`config.mk`:
```
export PLATFORM = sky130hd
export DESIGN_NAME = tpfc_top
export DESIGN_NICKNAME = d
export VERILOG_FILES = /design/src/tpfc_pkg.sv /design/src/tpfc_top.sv
export SDC_FILE = /design/constraint.sdc
export NUM_CORES = 1
export LEC_CHECK = 0
export ABC_AREA = 1
export CAP_MARGIN = 20
export CORE_MARGIN = 2
export CORE_UTILIZATION = 60
export CTS_BUF_LIST = sky130_fd_sc_hd__clkbuf_4 sky130_fd_sc_hd__clkbuf_8
export CTS_CLUSTER_DIAMETER = 30
export DETAILED_ROUTE_END_ITERATION = 7
export DONT_BUFFER_PORTS = 1
export PLACE_DENSITY = 0.76
export SETUP_SLACK_MARGIN = 0.5
export SKIP_CTS_REPAIR_TIMING = 1
export SYNTH_ARGS = -nofsm -noshare
export SYNTH_HDL_FRONTEND = slang
export SYNTH_SLANG_ARGS = --single-unit
```
`constraint.sdc`:
```
create_clock -name REF_CLK_I -period 1.71 [get_ports REF_CLK_I]
set_clock_uncertainty 0.05 [all_clocks]
set_input_delay 0.171 -clock REF_CLK_I [delete_from_list [all_inputs] [get_ports REF_CLK_I]]
set_output_delay 0.171 -clock REF_CLK_I [all_outputs]
set_load 0.01 [all_outputs]
```
`src/tpfc_pkg.sv`:
```
// constants for the supply-rail and fault control register bank
package tpfc_pkg;
   localparam logic [7:0] FAULT_CTRL_ADDR    = 8'h1B;
   localparam logic [7:0] RAIL_CTRL_ADDR     = 8'h1C;
   localparam logic [7:0] CONFIG_CHANNEL_STATUS_ADDR     = 8'h1D;
   localparam logic [7:0] FAULT_CTRL_RESET   = 8'h06;
   localparam logic [7:0] RAIL_CTRL_RESET    = 8'h60;
   localparam logic [7:0] FAULT_CTRL_WMASK   = 8'h1E;
   localparam logic [7:0] RAIL_CTRL_WMASK    = 8'h7F;
   localparam int         FC_EXT_SHUTOFF_BIT = 4;
   localparam int         FC_DIS_TIMER_BIT   = 3;
   localparam int         FC_OCP_OFF_BIT     = 2;
   localparam int         FC_OVP_OFF_BIT     = 1;
   localparam int         RC_MEASURE_OFF_BIT = 6;
   localparam int         RC_ALARM_OFF_BIT   = 5;
   localparam int         RC_AUTO_DRAIN_BIT  = 4;
   localparam int         RC_BLEED_BIT       = 3;
   localparam int         RC_FORCE_DRAIN_BIT = 2;
   localparam int         RC_PWR_LEVEL_BIT   = 1;
   localparam int         RC_SOURCE_ON_BIT   = 0;
endpackage

```
`src/tpfc_top.sv`:
```
// fault control, rail control and cc sampling trigger register bank
`timescale 1ns/1ps
// Contract
// - bit 4 of fault control stored only, no function attached.
// - fault bit 3 high disables discharge fault timer; resets low.
// - fault bit 2 overcurrent disable flag, resets 1, no behaviour.
// - fault bit 1 overvoltage disable flag, resets 1, no behaviour.
// - rail bit 6 disables measurement; measurement output reads zero then.
// - rail bit 5 disables high and low alarm reporting.
// - rail bit 4 enables automatic discharge at disconnect.
// - rail bit 3 switches bleed discharge path.
// - rail bit 2 forces discharge until zero or stop level reached.
// - device clears force bit itself once target level reached.
// - rail bit 1 selects committed cable power level.
// - rail bit 0 sources cable power onto orientation-selected pin.
// - reading config_channel_status triggers immediate sample unless pd busy.
// - fault control resets to 06, rail control to 60.
// - orientation 0 routes power to CC2; 1 routes to CC1.
module tpfc_top
   import tpfc_pkg::*;
(
   input  wire logic       REF_CLK_I,
   input  wire logic       RSTN_I,
   input  wire logic       WR_EN_I,
   input  wire logic       RD_EN_I,
   input  wire logic [7:0] ADDR_I,
   input  wire logic [7:0] WDATA_I,
   output logic      [7:0] RDATA_O,
   input  wire logic [7:0] CONFIG_CHANNEL_STATUS_I,
   input  wire logic       PD_IDLE_I,
   input  wire logic       CONNECTOR_FLIP_SEL_I,
   input  wire logic       DISCONNECT_I,
   input  wire logic       DRAIN_DONE_I,
   input  wire logic [9:0] RAIL_MEASUREMENT_I,
   input  wire logic       RAIL_HIGH_ALARM_I,
   input  wire logic       RAIL_LOW_ALARM_I,
   output logic      [9:0] RAIL_MEASUREMENT_O,
   output logic            RAIL_HIGH_ALARM_O,
   output logic            RAIL_LOW_ALARM_O,
   output logic            FAULT_TIMER_EN_O,
   output logic            MEASURE_EN_O,
   output logic            AUTO_DRAIN_EN_O,
   output logic            BLEED_ON_O,
   output logic            FORCE_DRAIN_O,
   output logic            DRAIN_ACTIVE_O,
   output logic            CABLE_POWER_LEVEL_SEL_O,
   output logic            CABLE_POWER_CC1_O,
   output logic            CABLE_POWER_CC2_O,
   output logic            CC_SAMPLE_NOW_O
);
   import tpfc_pkg::*;

   logic [7:0] fault_reg, fault_next;
   logic [7:0] rail_reg, rail_next;
   logic [7:0] rdata_reg, rdata_next;
   logic [9:0] meas_reg, meas_next;
   logic       hi_reg, hi_next, lo_reg, lo_next;
   logic       drain_reg, drain_next;
   logic       sample_reg, sample_next;
   logic       flip_s1, flip_reg, disc_s1, disc_reg, done_s1, done_reg;
   logic       disc_old_reg;

   always_ff @(posedge REF_CLK_I or negedge RSTN_I)
   begin
      if (!RSTN_I)
      begin
         flip_s1      <= 1'b0;
         flip_reg     <= 1'b0;
         disc_s1      <= 1'b0;
         disc_reg     <= 1'b0;
         done_s1      <= 1'b0;
         done_reg     <= 1'b0;
         disc_old_reg <= 1'b0;
      end
      else
      begin
         flip_s1      <= CONNECTOR_FLIP_SEL_I;
         flip_reg     <= flip_s1;
         disc_s1      <= DISCONNECT_I;
         disc_reg     <= disc_s1;
         done_s1      <= DRAIN_DONE_I;
         done_reg     <= done_s1;
         disc_old_reg <= disc_reg;
      end
   end

   always_comb
   begin
      fault_next  = fault_reg;
      rail_next   = rail_reg;
      rdata_next  = rdata_reg;
      drain_next  = drain_reg;
      sample_next = 1'b0;
      // masked writes, reserved bits stay zero
      if (WR_EN_I && ADDR_I == FAULT_CTRL_ADDR)
         fault_next = WDATA_I & FAULT_CTRL_WMASK;
      if (WR_EN_I && ADDR_I == RAIL_CTRL_ADDR)
         rail_next = WDATA_I & RAIL_CTRL_WMASK;
      // hardware clear wins once target reached
      if (done_reg)
         rail_next[RC_FORCE_DRAIN_BIT] = 1'b0;
      if (rail_reg[RC_AUTO_DRAIN_BIT] && disc_reg && !disc_old_reg)
         drain_next = 1'b1;
      else if (done_reg)
         drain_next = 1'b0;
      if (RD_EN_I)
      begin
         unique case (ADDR_I)
            FAULT_CTRL_ADDR: rdata_next = fault_reg;
            RAIL_CTRL_ADDR:  rdata_next = rail_reg;
            CONFIG_CHANNEL_STATUS_ADDR:  rdata_next = CONFIG_CHANNEL_STATUS_I;
            default:         rdata_next = 8'h00;
         endcase
         sample_next = (ADDR_I == CONFIG_CHANNEL_STATUS_ADDR) && PD_IDLE_I;
      end
      meas_next = rail_reg[RC_MEASURE_OFF_BIT] ? 10'h000 : RAIL_MEASUREMENT_I;
      hi_next = !rail_reg[RC_ALARM_OFF_BIT] && RAIL_HIGH_ALARM_I;
      lo_next = !rail_reg[RC_ALARM_OFF_BIT] && RAIL_LOW_ALARM_I;
   end

   always_ff @(posedge REF_CLK_I or negedge RSTN_I)
   begin
      if (!RSTN_I)
      begin
         fault_reg  <= FAULT_CTRL_RESET;
         rail_reg   <= RAIL_CTRL_RESET;
         rdata_reg  <= 8'h00;
         meas_reg   <= 10'h000;
         hi_reg     <= 1'b0;
         lo_reg     <= 1'b0;
         drain_reg  <= 1'b0;
         sample_reg <= 1'b0;
      end
      else
      begin
         fault_reg  <= fault_next;
         rail_reg   <= rail_next;
         rdata_reg  <= rdata_next;
         meas_reg   <= meas_next;
         hi_reg     <= hi_next;
         lo_reg     <= lo_next;
         drain_reg  <= drain_next;
         sample_reg <= sample_next;
      end
   end

   assign RDATA_O            = rdata_reg;
   assign RAIL_MEASUREMENT_O = meas_reg;
   assign RAIL_HIGH_ALARM_O  = hi_reg;
   assign RAIL_LOW_ALARM_O   = lo_reg;
   assign CC_SAMPLE_NOW_O    = sample_reg;
   assign FAULT_TIMER_EN_O   = ~fault_reg[FC_DIS_TIMER_BIT];
   assign MEASURE_EN_O       = ~rail_reg[RC_MEASURE_OFF_BIT];
   assign AUTO_DRAIN_EN_O    = rail_reg[RC_AUTO_DRAIN_BIT];
   assign BLEED_ON_O         = rail_reg[RC_BLEED_BIT];
   assign FORCE_DRAIN_O      = rail_reg[RC_FORCE_DRAIN_BIT];
   assign DRAIN_ACTIVE_O     = rail_reg[RC_FORCE_DRAIN_BIT] | drain_reg;
   assign CABLE_POWER_LEVEL_SEL_O = rail_reg[RC_PWR_LEVEL_BIT];
   assign CABLE_POWER_CC1_O  = rail_reg[RC_SOURCE_ON_BIT] & flip_reg;
   assign CABLE_POWER_CC2_O  = rail_reg[RC_SOURCE_ON_BIT] & ~flip_reg;

   property p_reset_values;
      @(posedge REF_CLK_I) $rose(RSTN_I) |-> fault_reg == FAULT_CTRL_RESET
         && rail_reg == RAIL_CTRL_RESET;
   endproperty
   a_reset_values: assert property (p_reset_values) else $error("bad reset values");

   property p_reserved_zero;
      @(posedge REF_CLK_I) disable iff (!RSTN_I)
         (fault_reg & ~FAULT_CTRL_WMASK) == 8'h00 && !rail_reg[7];
   endproperty
   a_reserved_zero: assert property (p_reserved_zero) else $error("reserved bit set");

   property p_fault_write;
      @(posedge REF_CLK_I) disable iff (!RSTN_I)
         WR_EN_I && ADDR_I == FAULT_CTRL_ADDR |=> fault_reg == ($past(WDATA_I) & FAULT_CTRL_WMASK);
   endproperty
   a_fault_write: assert property (p_fault_write) else $error("fault write lost");

   property p_timer;
      @(posedge REF_CLK_I) disable iff (!RSTN_I)
         WR_EN_I && ADDR_I == FAULT_CTRL_ADDR
         |=> FAULT_TIMER_EN_O == !$past(WDATA_I[FC_DIS_TIMER_BIT]);
   endproperty
   a_timer: assert property (p_timer) else $error("timer enable wrong");

   property p_measure_zero;
      @(posedge REF_CLK_I) disable iff (!RSTN_I)
         rail_reg[6] && $past(rail_reg[6]) |-> RAIL_MEASUREMENT_O == 10'h000;
   endproperty
   a_measure_zero: assert property (p_measure_zero) else $error("measure not zero");

   property p_alarm_off;
      @(posedge REF_CLK_I) disable iff (!RSTN_I)
         $past(rail_reg[5]) |-> !RAIL_HIGH_ALARM_O && !RAIL_LOW_ALARM_O;
   endproperty
   a_alarm_off: assert property (p_alarm_off) else $error("alarm shown while off");

   property p_force_clear;
      @(posedge REF_CLK_I) disable iff (!RSTN_I) done_reg |=> !rail_reg[2];
   endproperty
   a_force_clear: assert property (p_force_clear) else $error("force bit not cleared");

   property p_steer;
      @(posedge REF_CLK_I) disable iff (!RSTN_I)
         !(CABLE_POWER_CC1_O && CABLE_POWER_CC2_O) && (rail_reg[0] == (CABLE_POWER_CC1_O
         | CABLE_POWER_CC2_O));
   endproperty
   a_steer: assert property (p_steer) else $error("cable power steering wrong");

   property p_sample;
      @(posedge REF_CLK_I) disable iff (!RSTN_I)
         RD_EN_I && ADDR_I == CONFIG_CHANNEL_STATUS_ADDR && PD_IDLE_I |=> CC_SAMPLE_NOW_O ##1 !CC_SAMPLE_NOW_O
         || $past(RD_EN_I);
   endproperty
   a_sample: assert property (p_sample) else $error("no sample on status read");
endmodule

```
# After elaboration in Yosys (flattened, before gate mapping)
# Cells that the tools add are included.
[word_totals]
out_inout_bits = 30
reg_bits = 40
in_bits = 44
[op_classes]
bitwise = 6
n_eq_ne = 3
n_reduce_logical = 11
muxes = 7
[ops]
columns = ["operator", "n"]
rows = [
  ["$eq A8 B5 Y1 const B", 3],
  ["$pmux W8 S3", 1],
  ["$mux W10", 1],
  ["$logic_and A1 B1 Y1", 7],
  ["$mux W1", 4],
  ["$reduce_bool A2 Y1", 2],
  ["$mux W3", 1],
  ["$not A1 Y1", 3],
  ["$and A1 B1 Y1", 2],
  ["$logic_not A1 Y1", 2],
  ["$or A1 B1 Y1", 1],
]

# Logic depth before layout (Yosys ltp)
[depth]
ltp_word = 4
depth_mapped = 9
mapped_depth_nobuf = 7

# Worst setup path before layout
# Ideal clock, no wire load.
[synth_path]
path_type = "input to register"
from = "input ADDR_I[5]"
to = "register rail_reg[2]"
n_path_buf = 2
setup_time_ps = 121
path_slack_ps = 690
t_arrival_ps = 849
path_stages = 8
path_cell_list = "inv_1 nand2_1 nor2_1 buf_4 nand3_4 buf_6 nand3_1 o21ai_1"
[synth_via]
elab_chain_len = 3
[synth_rtl]
columns = ["item", "line", "text"]
rows = [
  ["start, declared", "tpfc_top.sv:26", "input wire logic [7:0] ADDR_I,"],
  ["$eq A8 B5 Y1", "tpfc_top.sv:97", "if (WR_EN_I && ADDR_I == RAIL_CTRL_ADDR)"],
  ["$logic_and A1 B1 Y1", "tpfc_top.sv:97", ""],
  ["$reduce_bool A2 Y1 (no source line)", "--", ""],
  ["end signal, assigned", "tpfc_top.sv:137", "rail_reg <= rail_next;"],
  ["end, declared", "tpfc_top.sv:54", "logic [7:0] rail_reg, rail_next;"],
]
# Every way passes these cells.
# A chain may end at the register's enable or synchronous reset.

# Worst setup path in the final report
[layout_path]
from = "register rail_reg[2]"
to = "output DRAIN_ACTIVE_O"
[layout_via]
elab_chain_len = 1
[layout_rtl]
columns = ["item", "line", "text"]
rows = [
  ["$or A1 B1 Y1", "tpfc_top.sv:157", "assign DRAIN_ACTIVE_O = rail_reg[RC_FORCE_DRAIN_BIT] | drain_reg;"],
  ["end, declared", "tpfc_top.sv:45", "output logic DRAIN_ACTIVE_O,"],
]
# Every way passes these cells.

==> results.yml <==
sta:
  worst_pin_slew_ns: 0.349
  fin_setup_tns_ns: 0
  grt_setup_unrepaired: "yes"
  period_minus_slack_ns: 1.29
  hold_viol_final: 0
  fmax_mhz: 775
  finalCritPeriodShare_pct: 75.4
  setup_viol: 0
  slew_violations: 0
  whs_ns: 0.0236
  max_slew_margin_pct: 76.7
  setup_slack_ns: 0.420
power:
  p_sw_share_pct: 22.2
  powerDensity_mw_per_mm2: 874
  clock_power_share_pct: 36.0
  p_comb_share_pct: 8.3
  report.power.total_mw: 1.80
  max-vdd-ir-drop_v: 0.000961
  pwr-share-seq_pct: 55.8
  power_switching_uw: 400
  power.internal_mw: 1.40
  p_leak_nw: 1.08
finish:
  layout-drive-gt1-share_pct: 13.1
  final_util_pct: 76.8
  antenna_cells: 0
  syn_to_final_growth_pct: 24.7
  stdcell_count: 244
  nNetsFinal: 256
  largest_reg_flops: 10
  finalInstanceArea_mm2: 0.00206
synthesis:
  netlist_top_cells_area: "dfrtp_1, nand2_1, inv_1, dfstp_2, nand3_1"
  synthAdderAreaFrac_pct: 0
  synth-seq-cells: 40
  syn_area_mm2: 0.00165
  synth_top_area_share_pct: 54.5
  synth_top_family_by_area: "simple AND/OR/NAND/NOR gates"
  ys_types: 20
  synthCells: 181
  synth_top_cell_by_area: "dfrtp_1"
  synth-compound-area-share_pct: 5.52
  yosysWarnings: 0
  synth_nets: 225
  syn_avg_cell_area_um2: 9.14
  synthSimpleGateAreaFrac_pct: 24.0
  yosys.area_share.xor_xnor_pct: 0
  yosysSeqAreaShare_pct: 60.8
  synth_mux_area_share_pct: 0
route:
  detail-route-antenna-nets: 0
  initialDrtViolationCount: 54
  avgViaCountPerCell: 5.10
  dr.pass1.iters: 4
  wirelength_mm: 3.30
  wire_per_inst_um: 13.5
  drc: 0
  vias: 1244
grt:
  grt_pass1_vias: 1075
  grt_pass1_wl_mm: 4.92
  track_usage_pct: 20.6
  grt_max_degree: 41
  antenna_found_initial: 0
  grt-ovfl-total: 0
placement:
  place_ws_ns: 0.522
  dp_hpwl_mm: 2.10
  routabilityCongestion: 0.789
  port_buffers: 0
  placed_cell_area_mm2: 0.00166
  dp_cells: 207
worst_hold_path:
  hp-class: "in2reg"
  min_path_cells: 4
  min_from: "CONFIG_CHANNEL_STATUS_I[6]"
  min_to: "RDATA_O[6]"
setup_path:
  crit_type: "reg2out"
  cp-end-kind: "output pin"
  crit_chain: "or2_4"
  worst-path-buf-inv: 0
  max_stage_delay_ns: 0.47
  cp_top_family: "flip-flops"
  critPathSlowestCell: "dfrtp_2"
  r2r_start: "rail_reg[5]"
  cp.arrival_ns: 1.07
  required_ns: 1.49
  crit_fanout: 4
  r2r_setup_slack_ns: 0.61
  r2r_cells: 4
  critPathLaunchType: "register"
  reg2reg_to: "RDATA_O[5]"
floorplanning:
  die_h_um: 56.5
  io_pins: 74
  die-area_mm2: 0.00319
  initial_core_util_pct: 61.6
  die_w_um: 56.5
  fp.coreArea_mm2: 0.00269
  row_count: 19
cts:
  cts_root_buffer: "clkbuf_4"
  cts_max_level: 2
  clk_pin_slew_worst_paths_ns: 0.12
  cts_tree: "done"
  cts_buffer_depth: 2
  clock-sinks: 40
  clk_latency_ns: 0.34
  cts_buffers: 5
status:
  status: "complete, no violations"
flow_run:
  maxCapViolCount: 0
==> power groups by stage <==
| stage | clock network [mW] | logic [mW] | registers [mW] |
|---|---|---|---|
| floorplan | 0 | 0.0606 | 1.02 |
| detailed placement | 0 | 0.0631 | 1.03 |
| global route | 0.704 | 0.169 | 1.01 |
| finish | 0.649 | 0.149 | 1.01 |
| global placement | 0 | 0.0598 | 1.02 |
| CTS | 0.660 | 0.0637 | 1.01 |
==> layout by cell type, fill, tap and decap left out <==
master	count
clkbuf_8	1
dfstp_2	4
nor2_2	1
clkbuf_4	5
nor2_1	17
bufinv_16	1
o21ai_1	5
or2_4	1
nand3_1	20
nand3_4	1
nand4_1	1
nor2_4	3
inv_1	29
a21oi_2	3
dlygate4sd3_1	27
nand2_1	42
dfrtp_2	1
o21ai_0	8
and3_1	1
clkinv_4	1
inv_2	2
buf_16	1
dfrtp_1	35
nand2_2	1
buf_4	2
==> cells in the mapped netlist <==
cell and count:
nor2_4 2, buf_6 2, nor2_1 18, buf_2 2, nand2_2 1, o21ai_0 8
nand4_1 1, a21oi_2 3, and3_1 1, buf_4 1, nand3_1 20, or2_2 1
nand2_1 42, clkbuf_1 1, dfrtp_1 36, nor2_2 1, o21ai_1 5, dfstp_2 4
inv_1 31, nand3_4 1
==> area by class of cell <==
type | instances | area, um2
clock inverter | 2 | 38.8
fill | 180 | 623
tap | 31 | 38.8
multi-input combinational | 104 | 498
clock buffer | 6 | 51.3
inverter | 31 | 116
sequential | 40 | 1010
timing repair buffer | 30 | 313
==> cells by family (layout without fill, tap and decap cells) <==
| logic type | after synthesis | after routing |
|---|---|---|
| AND/OR/NAND/NOR | 88 | 88 |
| flip-flops | 40 | 40 |
| buffers and inverters | 37 | 69 |
| AO/OA/AOI/OAI | 16 | 16 |
==> routing by layer <==
| layer | track usage [%] | vias to the layer above | part of all wire (%) |
|---|---|---|---|
| li1 | - | 616 | - |
| met3 | 8.53 | 5 | 7.4 |
| met2 | 33.2 | 50 | 53 |
| met1 | 23.6 | 573 | 38 |
| met4 | 10.2 | 0 | 1.2 |
| met5 | 0 | - | 0 |
==> worst max path at each step <==
stage	end	cells past startpoint	start
floorplan	rail_reg[2]	8	ADDR_I[5]
global placement	fault_reg[3]	6	ADDR_I[5]
detailed placement	fault_reg[3]	6	ADDR_I[5]
CTS	DRAIN_ACTIVE_O	1	rail_reg[2]
global route	DRAIN_ACTIVE_O	1	rail_reg[2]
finish	DRAIN_ACTIVE_O	1	rail_reg[2]
Note: power is estimated with default switching activity, not from simulation.
